File: config.mk
export PLATFORM = sky130hd
export DESIGN_NAME = failsafe_watchdog_supervisor
export DESIGN_NICKNAME = d
export VERILOG_FILES = /design/src/shared/failsafe_pkg.sv /design/src/shared/cond_if.sv /design/src/rtl/input_conditioner.sv /design/src/rtl/failsafe_watchdog_supervisor.sv
export SDC_FILE = /design/constraint.sdc
export NUM_CORES = 1
export LEC_CHECK = 0
export ABC_CLOCK_PERIOD_IN_PS = 2300
export CAP_MARGIN = 20
export CORE_MARGIN = 10
export CORE_UTILIZATION = 60
export CTS_BUF_LIST = sky130_fd_sc_hd__clkbuf_8
export DETAILED_ROUTE_END_ITERATION = 8
export DONT_BUFFER_PORTS = 1
export PLACE_DENSITY_LB_ADDON = 0.3
export SYNTH_ARGS = -nofsm -noshare
export SYNTH_HDL_FRONTEND = slang
export SYNTH_SLANG_ARGS = --single-unit
export TNS_END_PERCENT = 50
File: constraint.sdc
create_clock -name core_clk -period 2.3 [get_ports core_clk]
set_clock_uncertainty 0.05 [all_clocks]
set_input_delay 0.46 -clock core_clk [delete_from_list [all_inputs] [get_ports core_clk]]
set_output_delay 0.46 -clock core_clk [all_outputs]
set_load 0.005 [all_outputs]
File: src/shared/failsafe_pkg.sv
// Constants, state encoding and timing for the failsafe watchdog supervisor
package failsafe_pkg;

  // ****************************************
  // Clock and timing
  // ****************************************
  localparam int unsigned CLK_PERIOD_NS = 20;
  // Watchdog interval, ns (10 ms)
  localparam int unsigned WD_INTERVAL_NS = 10_000_000;
  // Longest time, rounded down
  localparam int unsigned WD_INTERVAL_CYC = WD_INTERVAL_NS / CLK_PERIOD_NS;
  // Least accepted kick low time, ns
  localparam int unsigned KICK_MIN_NS = 150;
  // Least time, rounded up
  localparam int unsigned KICK_MIN_CYC =
    (KICK_MIN_NS + CLK_PERIOD_NS - 1) / CLK_PERIOD_NS;

  // ****************************************
  // Widths and reset values
  // ****************************************
  localparam int unsigned TMR_W = 20;
  localparam int unsigned KICK_CNT_W = 4;
  localparam int unsigned SYNC_W = 5;
  localparam logic [SYNC_W-1:0] SYNC_RST = 5'h10;
  localparam logic OUT_RST = 1'b0;

  // ****************************************
  // Synchroniser bit positions
  // ****************************************
  localparam int unsigned SB_SUPPLY = 0;
  localparam int unsigned SB_UPPER = 1;
  localparam int unsigned SB_WARN = 2;
  localparam int unsigned SB_LOW = 3;
  localparam int unsigned SB_KICK = 4;

  // ****************************************
  // Sequencer states
  // ****************************************
  typedef enum logic [4:0] {
    ST_OFF  = 5'h01,
    ST_ARM  = 5'h02,
    ST_POR  = 5'h04,
    ST_RUN  = 5'h08,
    ST_TRIP = 5'h10
  } seq_state_e;

endpackage

File: src/shared/cond_if.sv
// Conditioned comparator levels and kick strobe between the two modules
`timescale 1ns/1ps
interface cond_if;
  logic supply_ok;
  logic above_upper;
  logic above_warn;
  logic above_low;
  logic kick_strobe;

  modport src (
    output supply_ok,
    output above_upper,
    output above_warn,
    output above_low,
    output kick_strobe
  );

  modport dst (
    input supply_ok,
    input above_upper,
    input above_warn,
    input above_low,
    input kick_strobe
  );
endinterface

File: src/rtl/input_conditioner.sv
// Pin synchronisers and kick pulse qualifier
`timescale 1ns/1ps
module input_conditioner
  import failsafe_pkg::*;
(
  input wire logic core_clk,
  input wire logic reset_n,
  input wire logic supply_on,
  input wire logic vin_above_upper,
  input wire logic vin_above_warn,
  input wire logic vin_above_low,
  input wire logic watchdog_kick_n,
  cond_if.src cond
);

  // ****************************************
  // Two-stage synchronisers
  // ****************************************
  logic [SYNC_W-1:0] pins;
  logic [SYNC_W-1:0] sync1_ff;
  logic [SYNC_W-1:0] sync2_ff;
  logic [KICK_CNT_W-1:0] kick_cnt_ff;
  logic [KICK_CNT_W-1:0] nxt_kick_cnt;
  logic kick_strobe_ff;
  logic nxt_kick_strobe;

  assign pins = {watchdog_kick_n, vin_above_low, vin_above_warn,
                 vin_above_upper, supply_on};

  // two flops per pin
  genvar gi;
  generate
    for (gi = 0; gi < SYNC_W; gi++) begin : g_sync
      always_ff @(posedge core_clk or negedge reset_n) begin
        if (!reset_n) begin
          sync1_ff[gi] <= SYNC_RST[gi];
          sync2_ff[gi] <= SYNC_RST[gi];
        end else begin
          sync1_ff[gi] <= pins[gi];
          sync2_ff[gi] <= sync1_ff[gi];
        end
      end
    end
  endgenerate

  // ****************************************
  // Kick qualifier
  // ****************************************
  // low for the least pulse width gives one strobe
  always_comb begin
    nxt_kick_cnt = kick_cnt_ff;
    nxt_kick_strobe = 1'b0;
    if (sync2_ff[SB_KICK]) begin
      nxt_kick_cnt = '0;
    end else if (kick_cnt_ff != KICK_CNT_W'(KICK_MIN_CYC)) begin
      nxt_kick_cnt = kick_cnt_ff + 1'b1;
      nxt_kick_strobe = (kick_cnt_ff == KICK_CNT_W'(KICK_MIN_CYC - 1));
    end
  end

  always_ff @(posedge core_clk or negedge reset_n) begin
    if (!reset_n) begin
      kick_cnt_ff <= '0;
      kick_strobe_ff <= 1'b0;
    end else begin
      kick_cnt_ff <= nxt_kick_cnt;
      kick_strobe_ff <= nxt_kick_strobe;
    end
  end

  assign cond.supply_ok = sync2_ff[SB_SUPPLY];
  assign cond.above_upper = sync2_ff[SB_UPPER];
  assign cond.above_warn = sync2_ff[SB_WARN];
  assign cond.above_low = sync2_ff[SB_LOW];
  assign cond.kick_strobe = kick_strobe_ff;
endmodule

File: src/rtl/failsafe_watchdog_supervisor.sv
// Sequencer of the failsafe watchdog and supply supervisor
//
// Notes on behaviour
// Supply below on level: ignore voltage inputs, hold reset and save low.
// Supply lost after running: stop timer and monitoring, reset and save low.
// Supply on and input above upper: save high, reset high one interval on.
// Input below warn level: save low until above upper level again.
// Input below low level: reset low and timer stops.
// Recovery above upper after low trip restarts full power-up delay.
// Idle oscillator chain gives a ten millisecond interval.
// Static kick input yields a warning square wave of two intervals.
// Without watchdog use, system loops warning output back to kick input.
// Kick low longer than 150 ns clears timer, warning goes high.
// Each kick inside the interval zeroes the timer, warning stays high.
// No kick within interval: warning low, then toggles each interval.
// No kick in first warning low phase: reset low until kick or power-up.
// Kicks ignored during the power-on reset delay.
// Kick in normal operation clears timer, warning and reset go high.
// Low trip overrides timer: reset and save low, warning disabled.
// After low trip, kicks ignored until next power-up completes.
// Comparator and kick inputs pass two flops before use.
// Supply off holds the sequencer in power-down with outputs low.
`timescale 1ns/1ps
module failsafe_watchdog_supervisor
  import failsafe_pkg::*;
#(
  parameter int unsigned INTERVAL_CYC = WD_INTERVAL_CYC
) (
  input wire logic core_clk,
  input wire logic reset_n,
  input wire logic supply_on,
  input wire logic vin_above_upper,
  input wire logic vin_above_warn,
  input wire logic vin_above_low,
  input wire logic watchdog_kick_n,
  output logic timeout_warning_n,
  output logic powerfail_warn_n,
  output logic sys_rst_out_n
);

  // ****************************************
  // Input conditioning
  // ****************************************
  cond_if cond ();

  // all pins synchronised here
  input_conditioner u_cond (
    .core_clk(core_clk),
    .reset_n(reset_n),
    .supply_on(supply_on),
    .vin_above_upper(vin_above_upper),
    .vin_above_warn(vin_above_warn),
    .vin_above_low(vin_above_low),
    .watchdog_kick_n(watchdog_kick_n),
    .cond(cond)
  );

  // ****************************************
  // Sequencer state
  // ****************************************
  seq_state_e state_ff;
  seq_state_e nxt_state;
  logic [TMR_W-1:0] tmr_ff;
  logic [TMR_W-1:0] nxt_tmr;
  logic to_ff;
  logic nxt_to;
  logic save_ff;
  logic nxt_save;
  logic rst_ff;
  logic nxt_rst;
  logic expire;
  logic kick;
  logic low_trip;

  // one interval is INTERVAL_CYC clocks
  assign expire = (tmr_ff == TMR_W'(INTERVAL_CYC - 1));
  assign kick = cond.kick_strobe;
  assign low_trip = !cond.above_low;

  always_comb begin
    nxt_state = state_ff;
    nxt_tmr = tmr_ff;
    nxt_to = to_ff;
    nxt_save = save_ff;
    nxt_rst = rst_ff;
    if (!cond.supply_ok) begin
      // comparators not looked at below the on level
      // timer and monitoring stop on supply loss
      // power-down state, every output low
      nxt_state = ST_OFF;
      nxt_tmr = '0;
      nxt_to = 1'b0;
      nxt_save = 1'b0;
      nxt_rst = 1'b0;
    end else begin
      unique case (state_ff)
        ST_OFF: begin
          nxt_state = ST_ARM;
          nxt_to = 1'b1;
        end
        ST_ARM: begin
          // upper crossing starts the power-on delay
          if (cond.above_upper) begin
            nxt_state = ST_POR;
            nxt_tmr = '0;
            nxt_save = 1'b1;
          end
        end
        ST_POR: begin
          if (low_trip) begin
            // low trip wins over timer
            nxt_state = ST_TRIP;
            nxt_tmr = '0;
            nxt_to = 1'b1;
            nxt_save = 1'b0;
            nxt_rst = 1'b0;
          end else begin
            // save follows warn and upper hysteresis
            if (!cond.above_warn) begin
              nxt_save = 1'b0;
            end else if (cond.above_upper) begin
              nxt_save = 1'b1;
            end
            // kick not looked at during the delay
            // reset released after one interval
            if (expire) begin
              nxt_state = ST_RUN;
              nxt_tmr = '0;
              nxt_to = 1'b1;
              nxt_rst = 1'b1;
            end else begin
              nxt_tmr = tmr_ff + 1'b1;
            end
          end
        end
        ST_RUN: begin
          if (low_trip) begin
            // reset low and timer halted
            // save low, warning held inactive
            nxt_state = ST_TRIP;
            nxt_tmr = '0;
            nxt_to = 1'b1;
            nxt_save = 1'b0;
            nxt_rst = 1'b0;
          end else begin
            // save follows warn and upper hysteresis
            if (!cond.above_warn) begin
              nxt_save = 1'b0;
            end else if (cond.above_upper) begin
              nxt_save = 1'b1;
            end
            if (kick) begin
              // kick zeroes timer
              // warning and reset back high
              nxt_tmr = '0;
              nxt_to = 1'b1;
              nxt_rst = 1'b1;
            end else if (expire) begin
              // first expiry drives warning low, then toggles
              // static kick gives period of two intervals
              nxt_tmr = '0;
              nxt_to = !to_ff;
              // end of a low phase without kick asserts reset
              if (!to_ff) begin
                nxt_rst = 1'b0;
              end
            end else begin
              nxt_tmr = tmr_ff + 1'b1;
            end
          end
        end
        ST_TRIP: begin
          // kicks ignored until a fresh power-up
          // recovery restarts the complete delay
          if (cond.above_upper) begin
            nxt_state = ST_POR;
            nxt_tmr = '0;
            nxt_save = 1'b1;
          end
        end
        default: begin
          nxt_state = ST_OFF;
          nxt_tmr = '0;
          nxt_to = 1'b0;
          nxt_save = 1'b0;
          nxt_rst = 1'b0;
        end
      endcase
    end
  end

  // Outputs come straight from these flops; low while in reset
  always_ff @(posedge core_clk or negedge reset_n) begin
    if (!reset_n) begin
      state_ff <= ST_OFF;
      tmr_ff <= '0;
      to_ff <= OUT_RST;
      save_ff <= OUT_RST;
      rst_ff <= OUT_RST;
    end else begin
      state_ff <= nxt_state;
      tmr_ff <= nxt_tmr;
      to_ff <= nxt_to;
      save_ff <= nxt_save;
      rst_ff <= nxt_rst;
    end
  end

  assign timeout_warning_n = to_ff;
  assign powerfail_warn_n = save_ff;
  assign sys_rst_out_n = rst_ff;
endmodule

==> flow_metrics.tcl, run 1 <==
set metrics [dict create \
    dr.pass1.iters 4 \
    diodes 0 \
    highest-signal-layer "met4" \
    fin_total_pwr_w 0.00156 \
    hold_viol 0 \
    regArea_sq_um 1080 \
    ys_warn_count 0 \
    synth_seq_cells 43 \
    max_cap_violations 0 \
    cp.required_ps 2440 \
    whs_ps 101 \
    powerDensity_nw_per_um2 634 \
    grt_pass1_vias 1644 \
    synth-edff-count 0 \
    synth-seq-area-share_pct 47.0 \
    ys.flop_type "dfrtp_1" \
    globalplace.congestion 0.946 \
    setup.worst_path.end_class "register" \
    postSynthCellCount 228 \
    rr_startpoint "tmr_ff[0]" \
    wl_met1_um 2120 \
    portBuffers 0 \
    cts_max_level 2 \
    wl_met3_um 140 \
    cts.sinks 43 \
    status "finished clean" \
    cts_root_buffer "clkbuf_8" \
    layout_min_cycle_time_ps 2120 \
    multiInputGateArea_sq_um 1110 \
    ctsResizeCount 0 \
    syn2layout_area_growth_pct 6.97 \
    setup_violations 0 \
    irDropWorstVdd_mv 0.442 \
    avgViaCountPerCell 6.10 \
    crit_path_start "tmr_ff[0]" \
    async_reset_ff_share_pct 100 \
    dieArea_sq_um 6710 \
    hpwl_um 3000 \
    numCtsBuffers 5 \
    setup_tns_ps 0 \
    leakagePower_nw 0.987 \
    routedWlPerCell_um 15.5 \
    crit_fanout 4 \
    max_stage_delay_ps 420 \
    cts_tree "done" \
    clkSlewWorstSetupHoldPaths_ps 80 \
    crit_path_start_kind "register" \
    drive_above_1_share_pct 15.6 \
    core_area_sq_um 3690 \
    critPathSlowestCell "a311o_2" \
    syn_area_per_cell_sq_um 10.1 \
    critPathKind "register to register" \
    initial_core_util_pct 62.3 \
    clk_path_buf_depth 2 \
    die_h_um 81.9 \
    maxSlewHeadroom_pct 62.6 \
    grt_pass1_wl_um 7620 \
    grtUsageTotal_pct 14.5 \
    hold_start "watchdog_kick_n" \
    synth_area_sq_um 2300 \
    cp.arrival_ps 2260 \
    antenna_found_initial 0 \
    fin_nets 240 \
    ant_nets 0 \
    routed_wl_um 4330 \
    wl_met2_um 2010 \
    synthDistinctLibCells 52 \
    vias 1701 \
    rsz0062_at_grt "no" \
    drt_iter0_drc 165 \
    clock_latency_ps 300 \
    worst_pin_slew_ps 559 \
    fp.dieW_um 81.9 \
    report.final.slew_viol_count 0 \
    syn_nets 238 \
    drc 0 \
    num-fill-cells 301 \
    hold_path.class "input port to register" \
    cp_cell_sequence "ha_1, and3_1, and4_1, a311o_2, o21ai_1, mux2_2" \
    grt_start_max_net_pins 44 \
    num_rows 22 \
    r2r_setup_slack_ps 180 \
    period_share_pct 92.0 \
    io_pins 10 \
    fmax_mhz 473 \
    gr-total-overflow 0 \
]
-- critical path: cells and delay by family, from the launching register on --
kind | cells | cell delay (ps)
compound gates | 2 | 540
flops | 1 | 400
simple gates | 2 | 430
mux | 1 | 350
fa+ha+maj | 1 | 240
-- cells in the final DEF (no fill, tap or decap), types with 4 or more instances in the layout --
cell / synthesis / routed
dfrtp_1: 40 / 40
a21oi_1: 22 / 22
nor2_1: 19 / 19
nand2_1: 15 / 15
nand3_1: 13 / 13
a31oi_1: 13 / 13
o21ai_0: 10 / 10
xnor2_1: 6 / 6
inv_1: 5 / 5
clkbuf_8: 0 / 5
nor4_1: 4 / 4
and4_1: 4 / 4
buf_4: 3 / 4
-- state kept, by name, indices dropped and copies added, names as in the netlist --
signal / flops
u_cond.cond.above_low: 1
u_cond.sync1_ff: 5
timeout_warning_n: 1
u_cond.cond.supply_ok: 1
u_cond.sync2_ff: 1
powerfail_warn_n: 1
tmr_ff: 20
u_cond.kick_cnt_ff: 4
state_ff: 5
u_cond.cond.above_warn: 1
u_cond.cond.kick_strobe: 1
sys_rst_out_n: 1
u_cond.cond.above_upper: 1
-- worst paths after layout --
path / cells past startpoint / end
worst max-delay path: 6 / state_ff[4]
worst min-delay path: 0 / u_cond.sync1_ff[4]
worst max register to register: 6 / state_ff[4]
worst min register to register: 0 / u_cond.cond.supply_ok
max in group asynchronous: 2 / u_cond.sync1_ff[4]
min in group asynchronous: 2 / tmr_ff[7]
-- report_power, final --
part           total (W)  leakage [nW]  internal, W  switching (W)
combinational   0.000151         0.362    0.0000639      0.0000869
clock           0.000593        0.0581     0.000323       0.000270
sequential      0.000815         0.567     0.000784      0.0000314
total            0.00156         0.987      0.00117       0.000388
-- cell usage after synthesis (2+ instances only) --
library cell | number | area share (%)
a21o_1 | 2 | 0.65
a21oi_1 | 22 | 4.8
a31oi_1 | 13 | 3.5
a41oi_1 | 2 | 0.76
and4_1 | 4 | 1.5
buf_2 | 5 | 1.1
buf_4 | 3 | 0.98
buf_6 | 4 | 2.0
dfrtp_1 | 40 | 44
dfstp_2 | 3 | 3.4
ha_1 | 3 | 1.6
inv_1 | 5 | 0.82
mux2_2 | 2 | 0.98
mux2i_1 | 3 | 1.3
nand2_1 | 15 | 2.4
nand2b_1 | 3 | 0.82
nand3_1 | 13 | 2.8
nand4_1 | 2 | 0.54
nor2_1 | 19 | 3.1
nor2b_1 | 2 | 0.54
nor3_1 | 3 | 0.65
nor3b_1 | 2 | 0.65
nor4_1 | 4 | 1.1
nor4b_1 | 3 | 1.1
nor4b_4 | 2 | 2.1
nor4bb_1 | 2 | 0.87
o211ai_1 | 2 | 0.65
o21ai_0 | 10 | 2.2
or2_2 | 3 | 0.82
or3_1 | 2 | 0.54
or3_4 | 2 | 0.98
or3b_2 | 3 | 1.1
xnor2_1 | 6 | 2.3
-- what timing repair did --
action / in CTS / in global routing
buffers inserted: 0 / 0
hold buffers: 2 / 0
endpoints found under the hold margin: 43 / 0
-- stage by stage --
stage / area (sq um) / util, % / worst slack, ps / instances
global placement: 2320 / 62.8 / 256 / 269
finish: 2460 / 66.7 / 184 / 279
floorplan: 2300 / - / 295 / 228
detailed placement: 2320 / 62.8 / 211 / 269
global route: 2460 / 66.7 / 38.4 / 279
CTS: 2460 / 66.7 / 181 / 279
-- cells by family after synthesis --
family          synth area share [%]
xor+xnor                        2.67
flops                           47.0
buf+inv                         4.84
fa+ha+maj                       1.63
simple gates                    25.2
mux                             2.29
compound gates                  16.4
-- metal layers --
metal | vias up | global-route usage, %
met5 | - | 0
met4 | 0 | 5.10
met3 | 6 | 4.04
met2 | 34 | 21.4
met1 | 820 | 19.9
li1 | 841 | -
-- area by class of cell --
class	count	area share [%]
Tap cell	48	2.44
Multi-Input combinational cell	168	45.0
Clock inverter	3	1.78
Timing Repair Buffer	7	3.26
Sequential cell	43	43.9
Inverter	5	0.763
Clock buffer	5	2.80
Power figures use the tool's default switching activity.
==> inputs of run 2 (changes only) <==
Settings changed: CORE_ASPECT_RATIO set to 0.8, CORE_UTILIZATION 60 to 57.
==> run 2 against run 1 <==
Compared with the run above:
- clock-buffer cell count unchanged
- routed wire length up 0.58%
- worst hold slack better by 1.8 ps
- setup slack worse by 10 ps
- cell area up 0.20%
- total power up 0.85%
- via count down 0.41%
- non-clock buffer count down 1
==> flow_metrics.tcl, run 2 (synthesis gave the netlist of run 1 again) <==
set metrics [dict create \
    status "finished clean" \
    whs_ps 103 \
    hpwl_um 3050 \
    ant_nets 0 \
    core_area_sq_um 3850 \
    cp.arrival_ps 2260 \
    routed_wl_um 4360 \
    max_cap_violations 0 \
    drive_above_1_share_pct 15.2 \
    num_rows 20 \
    hold_path.class "input port to register" \
    power.share.combinational_pct 9.4 \
    numCtsBuffers 5 \
    hold_viol 0 \
    globalplace.congestion 0.910 \
    vias 1694 \
    maxSlewHeadroom_pct 44.9 \
    crit_fanout 4 \
    syn2layout_area_growth_pct 7.19 \
    largest_register_ff_count 20 \
    dp.cells 275 \
    cp_cell_sequence "ha_1, and3_1, and4_1, a311o_2, o21ai_1, mux2_2" \
    antenna_found_initial 0 \
    clkSlewWorstSetupHoldPaths_ps 90 \
    clock_latency_ps 300 \
    max_stage_delay_ps 420 \
    gr-total-overflow 0 \
    cts.sinks 43 \
    initial_core_util_pct 59.6 \
    layout_min_cycle_time_ps 2130 \
    p_sw_w 0.000398 \
    postCtsSetupBuffers 0 \
    mostFrequentLayoutCells "dfrtp_1, a21oi_1, nor2_1" \
    routedWlPerCell_um 15.3 \
    cts_hold_buf 2 \
    ctsResizeCount 0 \
    worst_pin_slew_ps 823 \
    p_int_w 0.00117 \
    critPathKind "register to register" \
    grt_pass1_vias 1604 \
    critPathSlowestCell "a311o_2" \
    grtUsageTotal_pct 13.0 \
    grt_start_max_net_pins 44 \
    clk_path_buf_depth 2 \
    report.final.slew_viol_count 0 \
    dr.pass1.iters 4 \
    final_common_cell "dfrtp_1" \
    dieArea_sq_um 6990 \
    grt_pass1_wl_um 7680 \
    irDropWorstVdd_mv 0.442 \
    rsz0062_at_grt "no" \
    period_share_pct 92.4 \
    die_h_um 76.8 \
    regMostFlops "tmr_ff" \
    setup_tns_ps 0 \
    setup_violations 0 \
    num-fill-cells 328 \
    fin_nets 239 \
    leakagePower_nw 0.983 \
    portBuffers 0 \
    netSwitchingFraction_pct 25.3 \
    fmax_mhz 470 \
    drc 0 \
    power_frac_seq_pct 51.8 \
    powerDensity_nw_per_um2 638 \
    fin_total_pwr_w 0.00157 \
    avgViaCountPerCell 5.94 \
    drt_iter0_drc 100 \
    cts_tree "done" \
    diodes 0 \
    crit_path_start_kind "register" \
    cp.required_ps 2440 \
    reg.largest.list "tmr_ff x20, state_ff x5, u_cond.sync1_ff x5" \
    clkPwrFrac_pct 38.9 \
    cp_num_buf_inv 0 \
    io_pins 10 \
    setup.worst_path.end_class "register" \
    fin_cells 285 \
    fp.dieW_um 91.0 \
    cts_root_buffer "clkbuf_8" \
    critPathTopFamily "compound AO/OA/AOI/OAI gates" \
    cts_max_level 2 \
]
==> run 2: changes by cell type in the layout (fill, tap and decap cells not counted) <==
cell      before  now
buf_4          4    3
clkinv_2       1    0
inv_6          0    1
==> run 2: worst register-to-register path: stages (launching register included) <==
cell and delay (ps):
dfrtp_1 410, ha_1 250, and3_1 220, and4_1 200
a311o_2 420, o21ai_1 120, mux2_2 350
==> run 2: per-stage QoR <==
step	util, %	setup WS, ps	area (sq um)
finish	63.9	174	2460
global route	63.9	52.6	2460
CTS	63.9	172	2460
detailed placement	60.1	189	2320
global placement	60.1	245	2320
floorplan	-	295	2300
==> run 2: layer usage <==
metal	up-vias	part of all wire (%)	global-route usage [%]
li1	845	-	-
met1	817	53	18.9
met2	26	42	18.4
met3	6	4.3	3.70
met4	0	1.0	3.28
met5	-	0	0
==> run 2: power by group through the flow <==
stage               logic [W]  registers, W  clock network (W)
finish               0.000148      0.000814           0.000611
global route         0.000167      0.000819           0.000662
CTS                  0.000150      0.000814           0.000625
detailed placement   0.000128      0.000829                  0
global placement     0.000126      0.000829                  0
floorplan            0.000122      0.000817                  0
==> run 2: worst paths after layout <==
| check | from | end | slack [ps] | cells after the start |
|---|---|---|---|---|
| worst max-delay path | tmr_ff[0] | state_ff[4] | 170 | 6 |
| worst min-delay path | watchdog_kick_n | u_cond.sync1_ff[4] | 100 | 0 |
| worst max register to register | tmr_ff[0] | state_ff[4] | 170 | 6 |
| worst min register to register | u_cond.sync1_ff[4] | u_cond.sync2_ff[4] | 310 | 0 |
| max in group asynchronous | reset_n | state_ff[0] | 1360 | 2 |
| min in group asynchronous | reset_n | tmr_ff[9] | 560 | 2 |
==> run 2: area by class of cell <==
cell class | instances | area [sq um] | share of cell area [%]
inverters | 5 | 18.8 | 0.762
repair buffers | 6 | 72.6 | 2.95
clock inverters | 3 | 47.5 | 1.93
well taps | 55 | 68.8 | 2.79
flip-flops and latches | 43 | 1080 | 43.8
multi-input cells | 168 | 1110 | 44.9
clock buffers | 5 | 68.8 | 2.79
==> inputs of run 3 (changes only) <==
Settings changed: CORE_UTILIZATION 57 to 42.
==> run 3 against run 2 <==
Compared with the run above:
- combinational power about the same
- critical path type unchanged
- sequential cell count unchanged
- cell count up 3.5%
- die area up 27%
- first-iteration DRC count up 2.0%
- sequential share of layout area up 0.067 points
- worst hold slack better by 3.9 ps
- critical endpoint unchanged
==> flow_metrics.tcl, run 3 (synthesis gave the netlist of run 1 again) <==
set metrics [dict create \
    setup_violations 0 \
    drc 0 \
    final_common_cell "dfrtp_1" \
    cp.required_ps 2440 \
    crit_fanout 4 \
    top_usage_layer "met1" \
    cts_tree "done" \
    worst_pin_slew_ps 847 \
    routedWlPerCell_um 15.2 \
    grt_pass1_wl_um 7590 \
    fmax_mhz 473 \
    critPathKind "register to register" \
    fin_cells 295 \
    io_pins 10 \
    multiInputGateArea_sq_um 1110 \
    use_met1_pct 16.6 \
    drive_above_1_share_pct 15.2 \
    layout_min_cycle_time_ps 2110 \
    maxSlewHeadroom_pct 43.3 \
    report.final.slew_viol_count 0 \
    routed_wl_um 4490 \
    leakagePower_nw 0.968 \
    antenna_found_initial 0 \
    grtUsageTotal_pct 10.7 \
    irDropWorstVdd_mv 0.398 \
    dr.pass1.iters 4 \
    reg.largest.list "tmr_ff x20, state_ff x5, u_cond.sync1_ff x5" \
    regMostFlops "tmr_ff" \
    hpwl_um 3210 \
    clock_latency_ps 300 \
    regArea_sq_um 1080 \
    grt_start_max_net_pins 44 \
    syn2layout_area_growth_pct 7.02 \
    cts_max_level 2 \
    ant_nets 0 \
    numCtsBuffers 5 \
    core_area_sq_um 5380 \
    cts_root_buffer "clkbuf_8" \
    setup_tns_ps 0 \
    dieArea_sq_um 8850 \
    portBuffers 0 \
    grt_pass1_vias 1512 \
    cts.sinks 43 \
    clkSlewWorstSetupHoldPaths_ps 90 \
    num_rows 24 \
    diodes 0 \
    crit_path_start_kind "register" \
    die_h_um 86.2 \
    dp.cells 285 \
    drt_iter0_drc 102 \
    initial_core_util_pct 42.8 \
    hold_viol 0 \
    largest_register_ff_count 20 \
    fin_nets 239 \
    status "finished clean" \
    globalplace.congestion 0.851 \
    fp.dieW_um 103 \
    met2_usage_pct 13.9 \
    gr-total-overflow 0 \
    whs_ps 107 \
    mostFrequentLayoutCells "dfrtp_1, a21oi_1, nor2_1" \
    grtUsageMet3_pct 2.41 \
    num-fill-cells 495 \
    vias 1681 \
    clk_path_buf_depth 2 \
    period_share_pct 91.9 \
    powerDensity_nw_per_um2 591 \
    setup.worst_path.end_class "register" \
    cp.arrival_ps 2250 \
    rsz0062_at_grt "no" \
    hold_path.class "input port to register" \
    max_cap_violations 0 \
    avgViaCountPerCell 5.70 \
]
==> run 3: changes by cell type in the layout (fill, tap and decap cells not counted) <==
cell / previous run / this run
clkinv_4: 1 / 0
buf_16: 0 / 1
buf_12: 2 / 1
bufinv_16: 1 / 0
clkinvlp_4: 0 / 2
==> run 3: where the power goes <==
part | internal [W] | switching [W] | total, W | leakage, nW
sequential | 0.000784 | 0.0000329 | 0.000816 | 0.567
combinational | 0.0000609 | 0.0000859 | 0.000147 | 0.360
clock | 0.000217 | 0.000273 | 0.000490 | 0.0408
total | 0.00106 | 0.000392 | 0.00145 | 0.968
==> run 3: worst paths after layout <==
kind	start	endpoint	slack (ps)	cells past startpoint
worst max-delay path	tmr_ff[0]	state_ff[4]	190	6
worst min-delay path	watchdog_kick_n	u_cond.sync1_ff[4]	110	0
worst max register to register	tmr_ff[0]	state_ff[4]	190	6
worst min register to register	u_cond.sync1_ff[3]	u_cond.cond.above_low	310	0
max in group asynchronous	reset_n	u_cond.sync2_ff[4]	1330	2
min in group asynchronous	reset_n	timeout_warning_n	600	2
==> run 3: timing repair <==
action,in CTS,in global routing
hold buffers,2,0
gates resized for setup,0,0
endpoints found under the hold margin,43,0
setup endpoints to repair,0,0
setup buffers,0,0
==> run 3: per-stage QoR <==
| step | area [sq um] | total power [W] | utilization, % | setup WS [ps] |
|---|---|---|---|---|
| 3_5_place_dp | 2330 | 0.000957 | 43.3 | 186 |
| 2_1_floorplan | 2300 | 0.000939 | - | 295 |
| 5_1_grt | 2460 | 0.00152 | 45.8 | 67.7 |
| 6_report | 2460 | 0.00145 | 45.8 | 185 |
| 4_1_cts | 2460 | 0.00147 | 45.8 | 185 |
| 3_3_place_gp | 2330 | 0.000956 | 43.3 | 243 |
==> run 3: final cells by class <==
type	instances	share of cell area, %
Multi-Input combinational cell	168	45.0
Sequential cell	43	43.9
Tap cell	65	3.31
Timing Repair Buffer	6	3.26
Clock buffer	5	2.80
Clock inverter	3	0.966
Inverter	5	0.763
==> run 3: routing by layer <==
metal,vias to the layer above,part of all wire (%)
li1,845,-
met1,806,55
met2,28,41
met3,2,3.7
met4,0,0.89
met5,-,0
==> run 3: critical path: stages, from the launching register on <==
cell and delay, ps:
dfrtp_1 400, ha_1 240, and3_1 220, and4_1 210
a311o_2 420, o21ai_1 120, mux2_2 360
